$ cat config.mk
export PLATFORM = sky130hd
export DESIGN_NAME = cpu_bus_front
export DESIGN_NICKNAME = d
export VERILOG_FILES = /design/src/cpu_bus_pkg.sv /design/src/cpu_bus_front.sv
export SDC_FILE = /design/constraint.sdc
export NUM_CORES = 1
export LEC_CHECK = 0
export ABC_AREA = 0
export BUFFER_PORTS_ARGS = -buffer_cell sky130_fd_sc_hd__buf_2
export CAP_MARGIN = 15
export CORE_MARGIN = 5
export CORE_UTILIZATION = 40
export DETAILED_ROUTE_END_ITERATION = 8
export PLACE_DENSITY = 0.58
export SYNTH_ARGS = -nofsm -noshare
export SYNTH_HDL_FRONTEND = slang
export SYNTH_SLANG_ARGS = --single-unit
$ cat constraint.sdc
create_clock -name ref_clk_i -period 5.5 [get_ports ref_clk_i]
set_clock_uncertainty 0.05 [all_clocks]
set_input_delay 0.55 -clock ref_clk_i [delete_from_list [all_inputs] [get_ports ref_clk_i]]
set_output_delay 0.55 -clock ref_clk_i [all_outputs]
set_load 0.02 [all_outputs]
$ cat src/cpu_bus_pkg.sv
// constants and types shared by the front-side bus block
package cpu_bus_pkg;

    // ------------------------------------------------------------
    // register byte offsets
    // ------------------------------------------------------------
    localparam logic [7:0] CTRL_OFS  = 8'h00;
    localparam logic [7:0] CMD_OFS   = 8'h04;
    localparam logic [7:0] ADDR_OFS  = 8'h08;
    localparam logic [7:0] WLO_OFS   = 8'h0C;
    localparam logic [7:0] WHI_OFS   = 8'h10;
    localparam logic [7:0] RLO_OFS   = 8'h14;
    localparam logic [7:0] RHI_OFS   = 8'h18;
    localparam logic [7:0] STAT_OFS  = 8'h1C;
    localparam logic [7:0] SNOOP_OFS = 8'h20;

    // ------------------------------------------------------------
    // field positions and reset values
    // ------------------------------------------------------------
    localparam int CTRL_PAGING = 0;
    localparam int CTRL_SMM    = 1;
    localparam int CTRL_LOCK   = 2;
    localparam int CTRL_WB     = 3;
    localparam int CMD_GO      = 8;
    localparam int CMD_BUSY    = 8;
    localparam int STAT_SPEED  = 4;
    localparam int STAT_STRAP  = 6;
    localparam int STAT_VOLT   = 7;
    localparam int STAT_BUSY   = 12;
    localparam logic [3:0] CTRL_RST = 4'h0;
    localparam logic [4:0] CMD_RST  = 5'h00;

    // ------------------------------------------------------------
    // request command codes
    // ------------------------------------------------------------
    localparam logic [4:0] REQ_DEFER = 5'h00;
    localparam logic [4:0] REQ_INTA  = 5'h08;
    localparam logic [4:0] REQ_IORD  = 5'h10;
    localparam logic [4:0] REQ_IOWR  = 5'h11;

    typedef enum logic [1:0] {
        SPEED_66,
        SPEED_100,
        SPEED_133
    } bus_speed_type;

    typedef enum logic [2:0] {
        ST_IDLE,
        ST_ARB,
        ST_REQ,
        ST_HOLD,
        ST_DATA
    } bus_state_type;

endpackage

$ cat src/cpu_bus_front.sv
// front-side bus request side with reset straps and voltage code
// How it works
// - latch four ratio straps at reset release
// - straps used only when ratio select low
// - decode strap pattern into ratio 2.5 to 7.5
// - voltage pins pull low or float high
// - drive fixed voltage code on five pins
// - bus speed from two selects during reset
// - reset aborts everything, outputs to reset values
// - address lines drive, receive; I/O upper zero
// - mask input forces address bit 20 low
// - no bit-20 mask for exempt accesses
// - drive data lines only during own writes
// - transactions pass phases in fixed order
// - yield to priority agent request
// - block-next-request stalls the next transaction
// - hold lock through non-interruptible sequences
// - strobe starts request; lines valid two clocks
// - request command encoding on five lines
// - everything but the async reset timed on rising bus clock edge
`timescale 1ns/1ps

module cpu_bus_front
    import cpu_bus_pkg::*;
#(
    parameter logic [3:0] DEFAULT_RATIO_X2 = 4'h6,
    parameter logic [4:0] VOLTAGE_CODE     = 5'h1D
) (
    input  wire logic        ref_clk_i,     // bus clock
    input  wire logic        resetn_i,      // async reset, low
    input  wire logic [7:0]  paddr_i,       // apb address
    input  wire logic        psel_i,        // apb select
    input  wire logic        penable_i,     // apb enable
    input  wire logic        pwrite_i,      // apb direction
    input  wire logic [31:0] pwdata_i,      // apb write data
    output logic [31:0]      prdata_o,      // apb read data
    output logic             pready_o,      // apb ready
    output logic             pslverr_o,     // apb error
    input  wire logic        nmi_i,         // ratio strap 3
    input  wire logic        maskable_interrupt_in_i,     // strap 2
    input  wire logic        address_bit20_mask_n_i,      // strap 1
    input  wire logic        ignore_numeric_error_n_i,    // strap 0
    input  wire logic        external_ratio_select_n_i,   // strap use
    input  wire logic        bus_speed_select0_i,         // speed sel
    input  wire logic        bus_speed_select1_i,         // speed sel
    output logic [4:0]       voltage_code_out_o,    // pin level
    output logic [4:0]       voltage_code_out_oe_o, // pull low
    input  wire logic [31:3] addr_in_i,     // address pins in
    output logic [31:3]      addr_out_o,    // address pins out
    output logic             addr_oe_o,     // address drive
    input  wire logic [63:0] data_in_i,     // data pins in
    output logic [63:0]      data_out_o,    // data pins out
    output logic             data_oe_o,     // data drive
    output logic [4:0]       req_out_o,     // request command
    output logic             req_oe_o,      // request drive
    input  wire logic        address_strobe_n_i,   // strobe in
    output logic             address_strobe_n_o,   // strobe out
    output logic             address_strobe_oe_o,  // strobe drive
    input  wire logic        priority_agent_request_n_i, // chipset
    input  wire logic        block_next_request_n_i,     // stall
    output logic             lock_n_o,      // lock level
    output logic             lock_oe_o      // lock drive
);

    // ------------------------------------------------------------
    // decode helpers
    // ------------------------------------------------------------
    // ratio in half steps; zero marks an unsupported pattern
    function automatic logic [3:0] ratio_decode(input logic [3:0] s);
        case (s)
            4'h4:    ratio_decode = 4'h5;
            4'h1:    ratio_decode = 4'h6;
            4'h5:    ratio_decode = 4'h7;
            4'h2:    ratio_decode = 4'h8;
            4'h6:    ratio_decode = 4'h9;
            4'h3:    ratio_decode = 4'hA;
            4'h7:    ratio_decode = 4'hB;
            4'h8:    ratio_decode = 4'hC;
            4'hC:    ratio_decode = 4'hD;
            4'h9:    ratio_decode = 4'hE;
            4'hD:    ratio_decode = 4'hF;
            default: ratio_decode = 4'h0;
        endcase
    endfunction

    function automatic logic cmd_valid(input logic [4:0] c);
        cmd_valid = (c == REQ_DEFER) || (c == REQ_INTA) ||
                    (c == REQ_IORD) || (c == REQ_IOWR) ||
                    (c[2:0] == 3'h2) || (c[2]);
    endfunction

    function automatic logic cmd_write(input logic [4:0] c);
        cmd_write = (c == REQ_IOWR) || (c[2:0] == 3'h5) ||
                    (c[2:0] == 3'h7);
    endfunction

    function automatic logic cmd_io(input logic [4:0] c);
        cmd_io = (c == REQ_IORD) || (c == REQ_IOWR);
    endfunction

    // ------------------------------------------------------------
    // state
    // ------------------------------------------------------------
    logic          capture_pend;
    logic [3:0]    ratio_x2;
    logic          strap_used;
    bus_speed_type bus_speed;
    logic [3:0]    ctrl;
    logic [4:0]    cmd;
    logic [31:3]   addr_reg;
    logic [63:0]   wdata;
    logic [63:0]   rdata;
    logic [31:3]   snoop_addr;
    bus_state_type state;
    logic          go;
    logic          a20_masked;
    logic [31:3]   next_addr;
    logic [31:0]   next_prdata;
    logic          next_err;
    logic          apb_wr;
    logic [3:0]    strap;

    assign strap  = {nmi_i, maskable_interrupt_in_i,
                     address_bit20_mask_n_i, ignore_numeric_error_n_i};
    assign apb_wr = psel_i & penable_i & pready_o & pwrite_i;
    assign go     = apb_wr && (paddr_i == CMD_OFS) &&
                    pwdata_i[CMD_GO] && cmd_valid(pwdata_i[4:0]);

    // ------------------------------------------------------------
    // reset straps
    // ------------------------------------------------------------
    // async reset may not load a pin, so the first edge after
    // release takes the straps; they are stable long before it
    always_ff @(posedge ref_clk_i or negedge resetn_i) begin
        if (!resetn_i) begin
            capture_pend <= 1'b1;
            ratio_x2     <= DEFAULT_RATIO_X2;
            strap_used   <= 1'b0;
            bus_speed    <= SPEED_66;
        end else if (capture_pend) begin
            capture_pend <= 1'b0;
            if (!external_ratio_select_n_i &&
                ratio_decode(strap) != 4'h0) begin
                ratio_x2   <= ratio_decode(strap);
                strap_used <= 1'b1;
            end
            if (!bus_speed_select0_i) begin
                bus_speed <= SPEED_66;
            end else if (!bus_speed_select1_i) begin
                bus_speed <= SPEED_100;
            end else begin
                bus_speed <= SPEED_133;
            end
        end
    end

    // open-drain pins: enable pulls low, a one leaves it open
    always_ff @(posedge ref_clk_i or negedge resetn_i) begin
        if (!resetn_i) begin
            voltage_code_out_o    <= 5'h00;
            voltage_code_out_oe_o <= ~VOLTAGE_CODE;
        end else begin
            voltage_code_out_o    <= 5'h00;
            voltage_code_out_oe_o <= ~VOLTAGE_CODE;
        end
    end

    // ------------------------------------------------------------
    // apb slave
    // ------------------------------------------------------------
    always_comb begin
        next_err    = 1'b0;
        next_prdata = 32'h0000_0000;
        if (paddr_i == CTRL_OFS) begin
            next_prdata[3:0] = ctrl;
        end else if (paddr_i == CMD_OFS) begin
            next_prdata[4:0]      = cmd;
            next_prdata[CMD_BUSY] = (state != ST_IDLE);
        end else if (paddr_i == ADDR_OFS) begin
            next_prdata[31:3] = addr_reg;
        end else if (paddr_i == WLO_OFS) begin
            next_prdata = wdata[31:0];
        end else if (paddr_i == WHI_OFS) begin
            next_prdata = wdata[63:32];
        end else if (paddr_i == RLO_OFS) begin
            next_prdata = rdata[31:0];
        end else if (paddr_i == RHI_OFS) begin
            next_prdata = rdata[63:32];
        end else if (paddr_i == STAT_OFS) begin
            next_prdata[3:0]             = ratio_x2;
            next_prdata[STAT_SPEED+:2]   = bus_speed;
            next_prdata[STAT_STRAP]      = strap_used;
            next_prdata[STAT_VOLT+:5]    = VOLTAGE_CODE;
            next_prdata[STAT_BUSY]       = (state != ST_IDLE);
        end else if (paddr_i == SNOOP_OFS) begin
            next_prdata[31:3] = snoop_addr;
        end else begin
            next_err = 1'b1;
        end
    end

    // answer is prepared in setup, so access never waits
    always_ff @(posedge ref_clk_i or negedge resetn_i) begin
        if (!resetn_i) begin
            pready_o  <= 1'b0;
            pslverr_o <= 1'b0;
            prdata_o  <= 32'h0000_0000;
        end else begin
            pready_o  <= psel_i & ~penable_i;
            pslverr_o <= psel_i & ~penable_i & next_err;
            prdata_o  <= (psel_i & ~penable_i & ~pwrite_i) ?
                         next_prdata : 32'h0000_0000;
        end
    end

    always_ff @(posedge ref_clk_i or negedge resetn_i) begin
        if (!resetn_i) begin
            ctrl     <= CTRL_RST;
            cmd      <= CMD_RST;
            addr_reg <= '0;
            wdata    <= '0;
        end else if (apb_wr) begin
            if (paddr_i == CTRL_OFS) begin
                ctrl <= pwdata_i[3:0];
            end else if (paddr_i == ADDR_OFS && state == ST_IDLE) begin
                addr_reg <= pwdata_i[31:3];
            end else if (paddr_i == WLO_OFS && state == ST_IDLE) begin
                wdata[31:0] <= pwdata_i;
            end else if (paddr_i == WHI_OFS && state == ST_IDLE) begin
                wdata[63:32] <= pwdata_i;
            end else if (go && state == ST_IDLE) begin
                cmd <= pwdata_i[4:0];
            end
        end
    end

    // ------------------------------------------------------------
    // address shaping
    // ------------------------------------------------------------
    // write-back, smm and paged accesses are never masked
    assign a20_masked = ~address_bit20_mask_n_i & ~ctrl[CTRL_PAGING] &
                        ~ctrl[CTRL_SMM] & ~ctrl[CTRL_WB];

    always_comb begin
        next_addr = addr_reg;
        if (cmd_io(cmd)) begin
            next_addr[31:16] = 16'h0000;
        end
        if (a20_masked) begin
            next_addr[20] = 1'b0;
        end
    end

    // inquiry address from the system while not driving
    always_ff @(posedge ref_clk_i or negedge resetn_i) begin
        if (!resetn_i) begin
            snoop_addr <= '0;
        end else if (!address_strobe_n_i && !address_strobe_oe_o) begin
            snoop_addr <= addr_in_i;
        end
    end

    // ------------------------------------------------------------
    // arbitration and request sequence
    // ------------------------------------------------------------
    always_ff @(posedge ref_clk_i or negedge resetn_i) begin
        if (!resetn_i) begin
            state               <= ST_IDLE;
            address_strobe_n_o  <= 1'b1;
            address_strobe_oe_o <= 1'b0;
            addr_out_o          <= '0;
            addr_oe_o           <= 1'b0;
            req_out_o           <= 5'h00;
            req_oe_o            <= 1'b0;
            data_out_o          <= '0;
            data_oe_o           <= 1'b0;
            rdata               <= '0;
        end else begin
            case (state)
                ST_IDLE: begin
                    if (go) begin
                        state <= ST_ARB;
                    end
                end
                ST_ARB: begin
                    if (priority_agent_request_n_i &&
                        block_next_request_n_i) begin
                        state               <= ST_REQ;
                        address_strobe_n_o  <= 1'b0;
                        address_strobe_oe_o <= 1'b1;
                        addr_out_o          <= next_addr;
                        addr_oe_o           <= 1'b1;
                        req_out_o           <= cmd;
                        req_oe_o            <= 1'b1;
                    end
                end
                ST_REQ: begin
                    state              <= ST_HOLD;
                    address_strobe_n_o <= 1'b1;
                end
                ST_HOLD: begin
                    state               <= ST_DATA;
                    address_strobe_oe_o <= 1'b0;
                    addr_oe_o           <= 1'b0;
                    req_oe_o            <= 1'b0;
                    if (cmd_write(cmd)) begin
                        data_out_o <= wdata;
                        data_oe_o  <= 1'b1;
                    end
                end
                default: begin
                    state     <= ST_IDLE;
                    data_oe_o <= 1'b0;
                    if (!cmd_write(cmd)) begin
                        rdata <= data_in_i;
                    end
                end
            endcase
        end
    end

    always_ff @(posedge ref_clk_i or negedge resetn_i) begin
        if (!resetn_i) begin
            lock_n_o  <= 1'b1;
            lock_oe_o <= 1'b0;
        end else begin
            lock_n_o  <= ~ctrl[CTRL_LOCK];
            lock_oe_o <= ctrl[CTRL_LOCK];
        end
    end
endmodule

# Word-level counts from Yosys, hierarchy flattened
# Memories as Yosys holds them, arrays and structs flattened. A register that Yosys moved wholly into a read port is not among the register bits.
# Cells that the tools add are included.
# Widths: inputs -> output; s select.
[totals]
reg_bits = 339
latchBits = 0
mem_bits_rw = 0
rom_bits = 128
in_bits = 148
output_inout_bits = 149
elab_cells = 161
memories = 2
[memory_table]
columns = ["name", "depth", "width", "read_ports", "rd_ports_with_merged_regs", "write_ports", "line", "text"]
rows = [
  ["(no name shown)", 16, 4, 1, 0, 0, "cpu_bus_front.sv:70", "case (s)"],
  ["(no name shown)", 16, 4, 1, 1, 0, "cpu_bus_front.sv:70", ""],
]
[classes]
addsub = 0
mul = 0
div = 0
order_cmp = 0
eq_ne = 22
shift = 0
n_mux = 48
bitwise = 23
reduce_logical = 44
[op_table]
columns = ["cell", "count"]
rows = [
  ["$mux 29", 10],
  ["$mux 32", 5],
  ["$eq 8x5->1 const B", 4],
  ["$mux 28", 1],
  ["$mux 23", 1],
  ["$eq 5x5->1 const B", 4],
  ["$mux 19", 1],
  ["$reduce_and 2->1", 9],
  ["$eq 8x4->1 const B", 2],
  ["$mux 16", 1],
  ["$mux 3", 5],
  ["$mux 1", 14],
  ["$not 1->1", 14],
  ["$pmux 3 s4", 1],
  ["$logic_and 1x1->1", 10],
  ["$mux 10", 1],
  ["$and 1x1->1", 9],
  ["$eq 3x2->1 const B", 3],
  ["$eq 8x3->1 const B", 1],
  ["$eq 8x6->1 const B", 1],
  ["$logic_not 8->1", 1],
  ["$logic_or 1x1->1", 8],
  ["$mux 4", 2],
  ["$eq 3x3->1 const B", 2],
  ["18 further kinds", 27],
]

# Longest topological paths before layout
# Gate-level depths: netlist of run 1.
[logic_depth]
depth_word = 19
ltp_mapped = 8
depth_no_buf = 5

# Worst setup path after synthesis of run 1
# OpenSTA, ideal clock, no wires.
[synth_timing]
kind = "input-to-reg"
start = "input paddr_i[7]"
end = "register cmd[0]"
setup_time_ns = 0.125
arrival_ns = 2.487
required_time_ns = 5.325
slack_ns = 2.838
cell_stages = 6
n_path_buf = 1
path_cell_list = "or4_4 > nor4_4 > o2111ai_1 > or4b_1 > buf_4 > mux2_4"
[synth_via]
elab_chain_cells = 6
word_cells_on_any_way = 17
classes_between = "4 x eq/ne; 4 x bitwise; 9 x reduce/logical"
[synth_rtl]
columns = ["item", "line", "text"]
rows = [
  ["from (decl)", "cpu_bus_front.sv:31", "input wire logic [7:0] paddr_i,"],
  ["$eq 8x3->1", "cpu_bus_front.sv:126", "assign go = apb_wr && (paddr_i == CMD_OFS) &&"],
  ["$logic_and 1x1->1 (2 in series)", "cpu_bus_front.sv:126", ""],
  ["$logic_and 1x1->1", "cpu_bus_front.sv:127", "pwdata_i[CMD_GO] && cmd_valid(pwdata_i[4:0]);"],
  ["$logic_and 1x1->1", "cpu_bus_front.sv:231", "end else if (go && state == ST_IDLE) begin"],
  ["$reduce_and 6->1 (no line) *", "--", ""],
  ["to (signal assigned)", "cpu_bus_front.sv:232", "cmd <= pwdata_i[4:0];"],
  ["to (decl)", "cpu_bus_front.sv:109", "logic [4:0] cmd;"],
]
# Mark *: on every way between the ends. The rest lies on a longest branch, timed or not.
# A chain may end at the register's enable or synchronous reset.

# Worst setup path after layout of run 1
[layout_timing]
start = "register state[2]"
end = "register wdata[53]"
[layout_via]
elab_chain_cells = 4
word_cells_on_any_way = 7
classes_between = "2 x bitwise; 5 x reduce/logical"
[layout_rtl]
columns = ["item", "line", "text"]
rows = [
  ["from (decl)", "cpu_bus_front.sv:114", "bus_state_type state;"],
  ["from (signal assigned)", "cpu_bus_front.sv:268", "state <= ST_IDLE;"],
  ["from (signal assigned)", "cpu_bus_front.sv:282", "state <= ST_ARB;"],
  ["from (signal assigned)", "cpu_bus_front.sv:288", "state <= ST_REQ;"],
  ["$logic_not 3->1 *", "cpu_bus_front.sv:225, cpu_bus_front.sv:227, cpu_bus_front.sv:229", ""],
  ["$logic_and 1x1->1 (on tied branches)", "cpu_bus_front.sv:227, cpu_bus_front.sv:225", ""],
  ["$not 1->1 (no line)", "--", ""],
  ["$reduce_and 5->1 (no line) *", "--", ""],
  ["to (signal assigned)", "cpu_bus_front.sv:230", "wdata[63:32] <= pwdata_i;"],
  ["to (decl)", "cpu_bus_front.sv:111", "logic [63:0] wdata;"],
]
# Marked as above.

==> metrics.yaml, run 1 <==
synthesis:
  synthTopCellsByArea: "dfrtp_1 58%, mux2_2 21%, o21ai_0 3.5%"
  synth_cell_type_count: 53
  synth_compound_area_share_pct: 10.62
  synth_area_per_cell_um2: 13.08
  synth_mux_area_share_pct: 22.86
  async_flop_share_pct: 100.0
  synthXorXnorAreaFrac_pct: 0
  yosys_warnings: 0
  synth-seq-area-share_pct: 58.81
  ys.flop_type: "dfrtp_1"
  synthAdderAreaFrac_pct: 0
  synthSimpleGateAreaFrac_pct: 4.317
  synth-seq-cells: 343
  synth_edf_count: 0
  synth_top_area_cell: "dfrtp_1"
  synth_cells: 1117
  synth_area_um2: 14610
  synth_top_family_by_area: "multiplexers"
  synth_top_area_share_pct: 57.91
routing:
  wire_per_inst_um: 24.68
  drc: 0
  initialDrtViolationCount: 683
  vias_per_cell: 5.490
  vias: 10330
  ant_nets: 0
  firstDrtPassIters: 5
  routed_wl_um: 46450
global_routing:
  overflow: 0
  grt_antenna_before_repair: 11
  grt_pass1_wl_um: 69590
  grt_start_max_net_pins: 135
  grt_usage_pct: 22.61
  grt_pass1_vias: 10520
clock_tree:
  ctsHtreeMaxLevel: 2
  clk_latency_ns: 0.56
  cts_buffers: 39
  cts-root-buf: "clkbuf_16"
  clkTransAtPathRegs_ns: 0.06
  cts.sinks: 343
  cts_resized: 0
  cts_tree: "built"
  cts_hold_repair.buffers: 0
  post-cts-setup-buffers: 0
  clock_path_buffers: 3
timing:
  tns_ns: 0
  worst_slew_pin_slew_ns: 1.075
  hold_viol_final: 12
  fin_ws_ns: 2.294
  drv_slew: 0
  rsz0062_at_grt: "no"
  min_period_over_period_pct: 58.28
  holdWs_ns: -0.03041
  max-slew-margin-rel_pct: 28.32
  finalCriticalPeriod_ns: 3.206
  setup_viol: 0
  fmax_mhz: 312.0
place:
  gp_congestion: 0.8283
  dp_hpwl_um: 31490
  pre_cts_ws_ns: 1.764
  numPortBuffers: 286
layout:
  layout_commonest_cell: "dfrtp_1"
  drive_above_1_share_pct: 47.55
  reg_top3: "data_out_o x64, rdata x64, wdata x64"
  syn2layout_area_growth_pct: 22.10
  fin_nets: 1530
  final_cell_mix: "338 x dfrtp_1, 284 x buf_2, 275 x mux2_2"
worst_setup_path:
  r2r-start: "state[2]"
  worstSetupPathType: "reg2reg"
  endpoint_kind: "register"
  reg2reg_setup_slack_ns: 2.29
  cp_max_fo: 18
  cp.arrival_ns: 3.59
  critPathLaunchType: "register"
  crit_start: "state[2]"
  required_ns: 5.89
power:
  vdd_drop_max_uv: 224.0
  power_density_nw_per_um2: 384.1
  power_leakage_nw: 8.895
floorplan:
  coreArea_um2: 36350
  ios: 297
  die_area_um2: 40440
  rows: 70
  die_y_um: 201.1
  die_w_um: 201.1
  start_util_pct: 40.19
hold_path:
  hold_class: "in2async"
job:
  max_cap_violations: 0
outcome:
  status: "finished, violations left"
  violations: "negative hold slack"
==> worst max-delay path, cell delays in order (launching register included) <==
cell and delay (ns):
dfrtp_1 0.50, nor3_1 0.75, nand2_1 0.31, nor2_4 0.67, buf_4 0.43, mux2_2 0.38
==> path summary, 6_finish.rpt <==
check / to / cells past startpoint
setup / recovery: wdata[53] / 5
hold / removal: addr_out_o[10] / 1
setup reg to reg: wdata[53] / 5
hold reg to reg: lock_oe_o / 0
max in group asynchronous: data_out_o[56] / 2
min in group ref_clk_i: rdata[33] / 2
==> cells by family (layout without fill, tap and decap cells) <==
logic type      Yosys count  count (layout)
flops                   343             343
other cells               2              14
mux                     293             293
buf+inv                 115             400
simple gates            128             128
compound gates          236             236
==> report_power, final <==
part / total (W) / switching (W) / internal (W)
clock network: 0.00267 / 0.00107 / 0.00160
logic: 0.00100 / 0.000503 / 0.000501
registers: 0.00318 / 0.000264 / 0.00292
==> layer usage <==
layer | vias up | global-route usage [%] | wire, um
met2 | 369 | 32.59 | 20000
met1 | 5281 | 33.30 | 21700
met3 | 84 | 5.753 | 3270
met4 | 14 | 7.817 | 1396
met5 | - | 0 | 77
li1 | 4585 | - | -
==> layout make-up <==
class,instances,area (um^2)
clock buffer,55,1147
fill,3254,18510
timing repair buffer,303,1609
clock inverter,15,173.9
tap,468,585.6
multi-input combinational,668,5620
inverter,27,101.3
sequential,343,8589
antenna,3,7.507
==> Yosys cell counts, drive strengths merged (2+ instances only) <==
master,count
nor2,38
or2,3
nand3,5
nand3b,2
or4,2
nand2b,7
dfstp,5
dfrtp,338
clkbuf,60
buf,28
conb,2
a221oi,18
mux4,3
a222oi,3
o21ai,104
a21oi,24
mux2i,10
nor4,4
and2,3
mux2,280
or4b,3
a22oi,5
nand2,41
and3,4
o2111ai,2
nor3,7
nor3b,2
inv,27
a32o,5
a21o,2
a211oi,9
o211ai,20
a22o,36
nor2b,4
==> per-stage QoR <==
step                std cells  cell area (um^2)  total power [W]  util (%)  hold WS (ns)
global placement         1808             16490         0.004200     45.36        0.3673
detailed placement       1808             16490         0.004227     45.36        0.3586
global route             1881             17830         0.007152     49.06       0.06700
finish                   1882             17830         0.006851     49.07      -0.03041
floorplan                1126             14640         0.003807         -        0.2044
CTS                      1878             17810         0.006915     48.99       0.01830
Power figures use the tool's default switching activity.
==> inputs of run 2 (changes only) <==
--- a/config.mk
+++ b/config.mk
@@ -11,7 +11,7 @@
 export CORE_MARGIN = 5
 export CORE_UTILIZATION = 40
 export DETAILED_ROUTE_END_ITERATION = 8
-export PLACE_DENSITY = 0.58
+export PLACE_DENSITY = 0.61
 export SYNTH_ARGS = -nofsm -noshare
 export SYNTH_HDL_FRONTEND = slang
 export SYNTH_SLANG_ARGS = --single-unit
==> constraint.sdc (replaced) <==
create_clock -name ref_clk_i -period 2.8 [get_ports ref_clk_i]
set_clock_uncertainty 0.05 [all_clocks]
set_input_delay 0.28 -clock ref_clk_i [delete_from_list [all_inputs] [get_ports ref_clk_i]]
set_output_delay 0.28 -clock ref_clk_i [all_outputs]
set_load 0.02 [all_outputs]
==> run 2 against run 1 <==
Effect of this change:
- utilization up 4.2 points
- combinational power is 120% higher
- via count grew 5.2%
- sequential power up 94%
- largest cell class unchanged
- the run now ends clean
- power grew 99%
- flip-flop and latch count is the same
- first-iteration DRC count down 15%
- global-route usage grew 0.061 points
==> metrics.yaml, run 2 (synthesis results as in run 1) <==
layout:
  final_cell_mix: "338 x dfrtp_1, 284 x buf_2, 275 x mux2_2"
  fin_nets: 1679  # +9.7%
  final_util_pct: 53.31  # +4.2 points
  layout_commonest_cell: "dfrtp_1"
  syn2layout_area_growth_pct: 32.66
  nFillCells: 3078  # -5.4%
  drive_above_1_share_pct: 44.03  # -3.5 points
  reg_top3: "data_out_o x64, rdata x64, wdata x64"
global_routing:
  grt_pass1_wl_um: 71240  # +2.4%
  grt_antenna_before_repair: 2  # -9
  grt_usage_pct: 22.67  # +0.061 points
  overflow: 0  # unchanged
  grt_start_max_net_pins: 119  # -12%
  grt_pass1_vias: 11350  # +7.9%
worst_setup_path:
  critPathLaunchType: "register"
  cp_max_fo: 64  # +46
  reg2reg_setup_slack_ns: 0.48  # -1.82 ns
  required_ns: 3.17  # -2.72 ns
  rr_worst_depth: 5  # unchanged
  crit_slowest_cell: "o21ai_0"
  path_buf_inv: 1  # unchanged
  crit_path_max_incr_delay_ns: 0.49  # -0.26 ns
  path_cells: "nor3b_1 > o21ai_0 > nand2b_4 > buf_12 > mux2_2"
  r2r-start: "cmd[4]"
  worstSetupPathType: "reg2reg"
  rr_endpoint: "data_out_o[46]"
  endpoint_kind: "register"
  cp.arrival_ns: 2.69  # -0.90 ns
  critical-path-top-delay-family: "compound AO/OA/AOI/OAI gates"
timing:
  fmax_mhz: 430.9  # +38%
  hold_viol_final: 0  # -12
  min_period_over_period_pct: 82.88  # +25 points
  rsz0062_at_grt: "no"
  setup_viol: 0  # unchanged
  max-slew-margin-rel_pct: 53.06  # +25 points
  finalCriticalPeriod_ns: 2.321  # -0.8849 ns
  drv_slew: 0  # unchanged
  tns_ns: 0  # unchanged
  worst_slew_pin_slew_ns: 0.7041  # -0.3711 ns
power:
  power_w: 0.01360  # +99%
  vdd_drop_max_uv: 357.8  # +60%
  power_leakage_nw: 9.547  # +7.3%
  power_density_nw_per_um2: 701.9  # +83%
floorplan:
  coreArea_um2: 36350  # unchanged
  die_w_um: 201.1  # unchanged
  ios: 297  # unchanged
  die_area_um2: 40440  # unchanged
  start_util_pct: 40.19  # unchanged
  die_y_um: 201.1  # unchanged
  rows: 70  # unchanged
clock_tree:
  clock_path_buffers: 3  # unchanged
  clk_latency_ns: 0.54  # -0.02 ns
  cts_tree: "built"
  cts_buffers: 39  # unchanged
  cts.sinks: 343  # unchanged
  ctsHtreeMaxLevel: 2  # unchanged
  post-cts-setup-buffers: 0  # unchanged
  cts-root-buf: "clkbuf_16"
  clkTransAtPathRegs_ns: 0.06  # about the same
routing:
  wire_per_inst_um: 23.03  # -6.7%
  drc: 0  # unchanged
  initialDrtViolationCount: 583  # -15%
  ant_nets: 0  # unchanged
  vias: 10870  # +5.2%
  vias_per_cell: 5.363  # -2.3%
  firstDrtPassIters: 5  # unchanged
  routed_wl_um: 46680  # +0.50%
hold_path:
  whs_endpoint: "addr_reg[3]"
  hold_start: "pwdata_i[3]"
  min_path_cells: 3
  hold_class: "in2reg"
outcome:
  status: "completed"
place:
  numPortBuffers: 286  # unchanged
  dp_hpwl_um: 31880  # +1.2%
  gp_congestion: 0.8744  # +5.6%
job:
  max_cap_violations: 0  # unchanged
[run 2: area by class of cell]
type                       count  area, um^2  share of cell area, %
antenna                        1       2.502                0.01291
clock buffer                  54        1134                  5.850
clock inverter                14       198.9                  1.027
inverter                      27       101.3                 0.5230
multi-input combinational    668        5620                  29.01
sequential                   343        8589                  44.33
tap                          468       585.6                  3.022
timing repair buffer         452        3146                  16.23
[run 2: what timing repair did]
action | 4_1_cts | 5_1_grt
hold buffers | 132 | 0
hold endpoints to repair | 228 | 0
gates resized for setup | 0 | 0
[run 2: power breakdown]
| part | leakage (nW) | internal (W) | switching [W] | total (W) |
|---|---|---|---|---|
| combinational | 4.38 | 0.00116 | 0.00101 | 0.00217 |
| sequential | 4.52 | 0.00573 | 0.000444 | 0.00618 |
| clock | 0.642 | 0.00320 | 0.00205 | 0.00525 |
[run 2: layer usage]
metal	vias to the layer above	GRT usage [%]	routed length (um)
met5	-	0	20
li1	4881	-	-
met4	2	5.752	1076
met3	76	4.948	3133
met2	413	34.60	21010
met1	5498	33.12	21440
[run 2: how the worst max path moves through the flow]
| stage | startpoint | endpoint | cells past startpoint |
|---|---|---|---|
| 2_1_floorplan | paddr_i[7] | cmd[0] | 6 |
| 3_3_place_gp | paddr_i[7] | cmd[2] | 6 |
| 3_5_place_dp | paddr_i[7] | cmd[4] | 6 |
| 4_1_cts | cmd[3] | rdata[51] | 5 |
| 5_1_grt | cmd[3] | rdata[37] | 5 |
| 6_report | cmd[4] | data_out_o[46] | 5 |
[run 2: through the flow]
step	hold WS [ns]	area (um^2)	worst slack [ns]	instances
after floorplan	-0.06559	14640	0.4083	1126
after global placement	0.1335	16720	0.1989	1826
after detailed placement	0.1353	16720	0.1504	1826
after CTS	0.004553	19370	0.4829	2026
after global routing	0.02174	19380	0.3715	2027
final	0.02485	19380	0.4793	2027
[run 2: worst reg2reg max path: stages (launching register included)]
cell and delay (ns):
dfrtp_1 0.42, nor3b_1 0.19, o21ai_0 0.49, nand2b_4 0.26
buf_12 0.33, mux2_2 0.47
==> inputs of run 3 (changes only) <==
--- a/config.mk
+++ b/config.mk
@@ -5,7 +5,7 @@
 export SDC_FILE = /design/constraint.sdc
 export NUM_CORES = 1
 export LEC_CHECK = 0
-export ABC_AREA = 0
+export ABC_AREA = 1
 export BUFFER_PORTS_ARGS = -buffer_cell sky130_fd_sc_hd__buf_2
 export CAP_MARGIN = 15
 export CORE_MARGIN = 5
==> constraint.sdc (replaced) <==
create_clock -name ref_clk_i -period 1.9 [get_ports ref_clk_i]
set_clock_uncertainty 0.05 [all_clocks]
set_input_delay 0.19 -clock ref_clk_i [delete_from_list [all_inputs] [get_ports ref_clk_i]]
set_output_delay 0.19 -clock ref_clk_i [all_outputs]
set_load 0.02 [all_outputs]
==> run 3 against run 2 <==
Effect of this change:
- via count up 11%
- critical path type is now in2reg
- setup slack got worse by 0.36 ns
- design area up 1.1%
- flip-flop and latch count unchanged
- clock-buffer cell count grew 7
- sequential share of layout area shrank 0.47 points
- synthesized cell count increased by 33%
==> metrics.yaml, run 3 <==
floorplan:
  die_w_um: 201.2  # about the same
  ios: 297  # unchanged
  die_area_um2: 40490  # +0.14%
  die_y_um: 201.2  # about the same
  start_util_pct: 40.24  # +0.059 points
  rows: 70  # unchanged
  coreArea_um2: 36350  # unchanged
place:
  dp_hpwl_um: 34200  # +7.3%
  numPortBuffers: 286  # unchanged
  dpl_cell_area_um2: 16950  # +1.3%
  gp_congestion: 0.9013  # +3.1%
clock_tree:
  cts_buffers: 38  # -2.6%
  cts.sinks: 343  # unchanged
  ctsHtreeMaxLevel: 2  # unchanged
  clk_latency_ns: 0.53  # about the same
  clock_path_buffers: 3  # unchanged
  clkTransAtPathRegs_ns: 0.06  # about the same
  cts_tree: "built"
  cts-root-buf: "clkbuf_16"
layout:
  drive_above_1_share_pct: 28.86  # -15 points
  layout_commonest_cell: "dfrtp_1"
  reg_top3: "data_out_o x64, rdata x64, wdata x64"
  final_cell_mix: "338 x dfrtp_1, 304 x nand2_1, 285 x buf_2"
  syn2layout_area_growth_pct: 33.88
  fin_area_um2: 19580  # +1.1%
  fin_nets: 2081  # +24%
worst_setup_path:
  crit_start: "penable_i"
  r2r-start: "cmd[1]"
  critPathLaunchType: "primary input"
  endpoint_kind: "register"
  required_ns: 2.28  # -0.89 ns
  cp_max_fo: 11  # -83%
  reg2reg_setup_slack_ns: 0.14  # -0.34 ns
  worstSetupPathType: "in2reg"
  cp.arrival_ns: 2.17  # -0.52 ns
routing:
  firstDrtPassIters: 5  # unchanged
  vias_per_cell: 4.953  # -7.6%
  ant_nets: 0  # unchanged
  vias: 12020  # +11%
  initialDrtViolationCount: 1072  # +84%
  wire_per_inst_um: 19.21  # -17%
  routed_wl_um: 46630  # about the same
  drc: 0  # unchanged
global_routing:
  grt_start_max_net_pins: 53  # -55%
  grt_antenna_before_repair: 1  # -1
  grt_usage_pct: 22.81  # +0.14 points
  grt_pass1_wl_um: 72950  # +2.4%
  grt_pass1_vias: 12310  # +8.4%
  overflow: 0  # unchanged
timing:
  finalCriticalPeriod_ns: 1.784
  min_period_over_period_pct: 93.88
  fmax_mhz: 560.6
  setup_viol: 0  # unchanged
  drv_slew: 0  # unchanged
  hold_viol_final: 0  # unchanged
  rsz0062_at_grt: "no"
  tns_ns: 0  # unchanged
synthesis:
  synthTopCellsByCount: "338 x dfrtp_1, 306 x nand2_1, 181 x o21ai_0"
  synth_cell_type_count: 36  # -32%
  synth-seq-area-share_pct: 58.72  # -0.086 points
  async_flop_share_pct: 100.0  # unchanged
  yosys_warnings: 0  # unchanged
  synth_top_area_share_pct: 57.82  # -0.084 points
  synth_top_area_cell: "dfrtp_1"
  synth_cells: 1491  # +33%
  synth_area_um2: 14630  # +0.15%
  synth_area_per_cell_um2: 9.811  # -25%
  synth.most_common_cell: "dfrtp_1"
  synth_edf_count: 0  # unchanged
  synth-seq-cells: 343  # unchanged
  synthTopCellsByArea: "dfrtp_1 58%, mux2_2 9.4%, nand2_1 7.9%"
  ys.flop_type: "dfrtp_1"
outcome:
  status: "completed"
power:
  power_density_nw_per_um2: 1009  # +44%
  power_w: 0.01976  # +45%
  vdd_drop_max_uv: 709.4  # +98%
  power_leakage_nw: 9.882  # +3.5%
job:
  max_cap_violations: 0  # unchanged
hold_path:
  hold_class: "in2reg"
  hold_start: "block_next_request_n_i"
-- run 3: changes by cell type after synthesis, sizes merged, moves of 59 or more --
| cell | previous run | this run |
|---|---|---|
| nand2 | 41 | 308 |
| a21oi | 24 | 83 |
| mux2 | 280 | 122 |
| nand3 | 5 | 76 |
| inv | 27 | 150 |
| o21ai | 104 | 198 |
-- run 3: through the flow --
step	instances	hold WS, ns	utilization (%)	setup WS (ns)
floorplan	1500	-0.1556	-	0.2660
global placement	2225	0.05171	46.62	0.03006
detailed placement	2225	0.04833	46.62	0.03414
CTS	2426	0.004594	53.85	0.07719
global route	2427	0.03137	53.88	0.003609
finish	2427	0.03038	53.88	0.1162
-- run 3: worst paths after layout --
check                                 end  cells past startpoint
max                          prdata_o[25]                      8
min                              state[0]                      4
max reg2reg                data_out_o[25]                      8
min reg2reg                  req_out_o[0]                      2
max in group asynchronous       rdata[58]                      4
min in group asynchronous       rdata[43]                      2
-- run 3: report_power, final --
| group | leakage, nW | switching [W] | internal [W] | total (W) |
|---|---|---|---|---|
| logic | 4.75 | 0.00147 | 0.00169 | 0.00316 |
| registers | 4.52 | 0.000703 | 0.00848 | 0.00918 |
| clock network | 0.619 | 0.00294 | 0.00449 | 0.00742 |
| total | 9.88 | 0.00511 | 0.0147 | 0.0198 |
-- run 3: worst max-delay path, stage by stage --
cell and delay (ns):
dlygate4sd3_1 0.53, buf_2 0.13, nor2_1 0.12, nand2_1 0.16, nor3_4 0.47, buf_4 0.26, o21ai_0 0.13, a21oi_1 0.17
-- run 3: per-layer routing --
metal / GRT usage [%] / vias to the layer above / share of wire (%)
li1: - / 5738 / -
met1: 34.10 / 5804 / 48
met2: 34.14 / 407 / 43
met3: 4.722 / 73 / 6.6
met4: 5.908 / 0 / 2.5
met5: 0 / - / 0
-- run 3: area by class of cell --
type / instances / area [um^2]
sequential: 343 / 8589
clock inverter: 4 / 53.80
clock buffer: 61 / 1211
multi-input combinational: 924 / 5099
antenna: 1 / 2.502
inverter: 151 / 566.8
timing repair buffer: 475 / 3476
fill: 3228 / 16760
tap: 468 / 585.6
-- run 3: cell families (layout without fill, tap and decap cells) --
group | count (synthesis) | count (layout) | share of synthesized area, %
AOI/OAI and AO/OA | 291 | 291 | 10.15
other | 2 | 12 | 0.05134
and+or+nand+nor | 500 | 500 | 14.87
muxes | 122 | 122 | 9.392
buffers and inverters | 233 | 691 | 6.809
DFF | 343 | 343 | 58.72
-- run 3: timing repair --
item                       in CTS  in global routing
hold buffers                  136                  0
hold endpoints to repair      470                  0
setup endpoints to repair       0                 59
buffers inserted                0                  0
gates resized for setup         0                  2
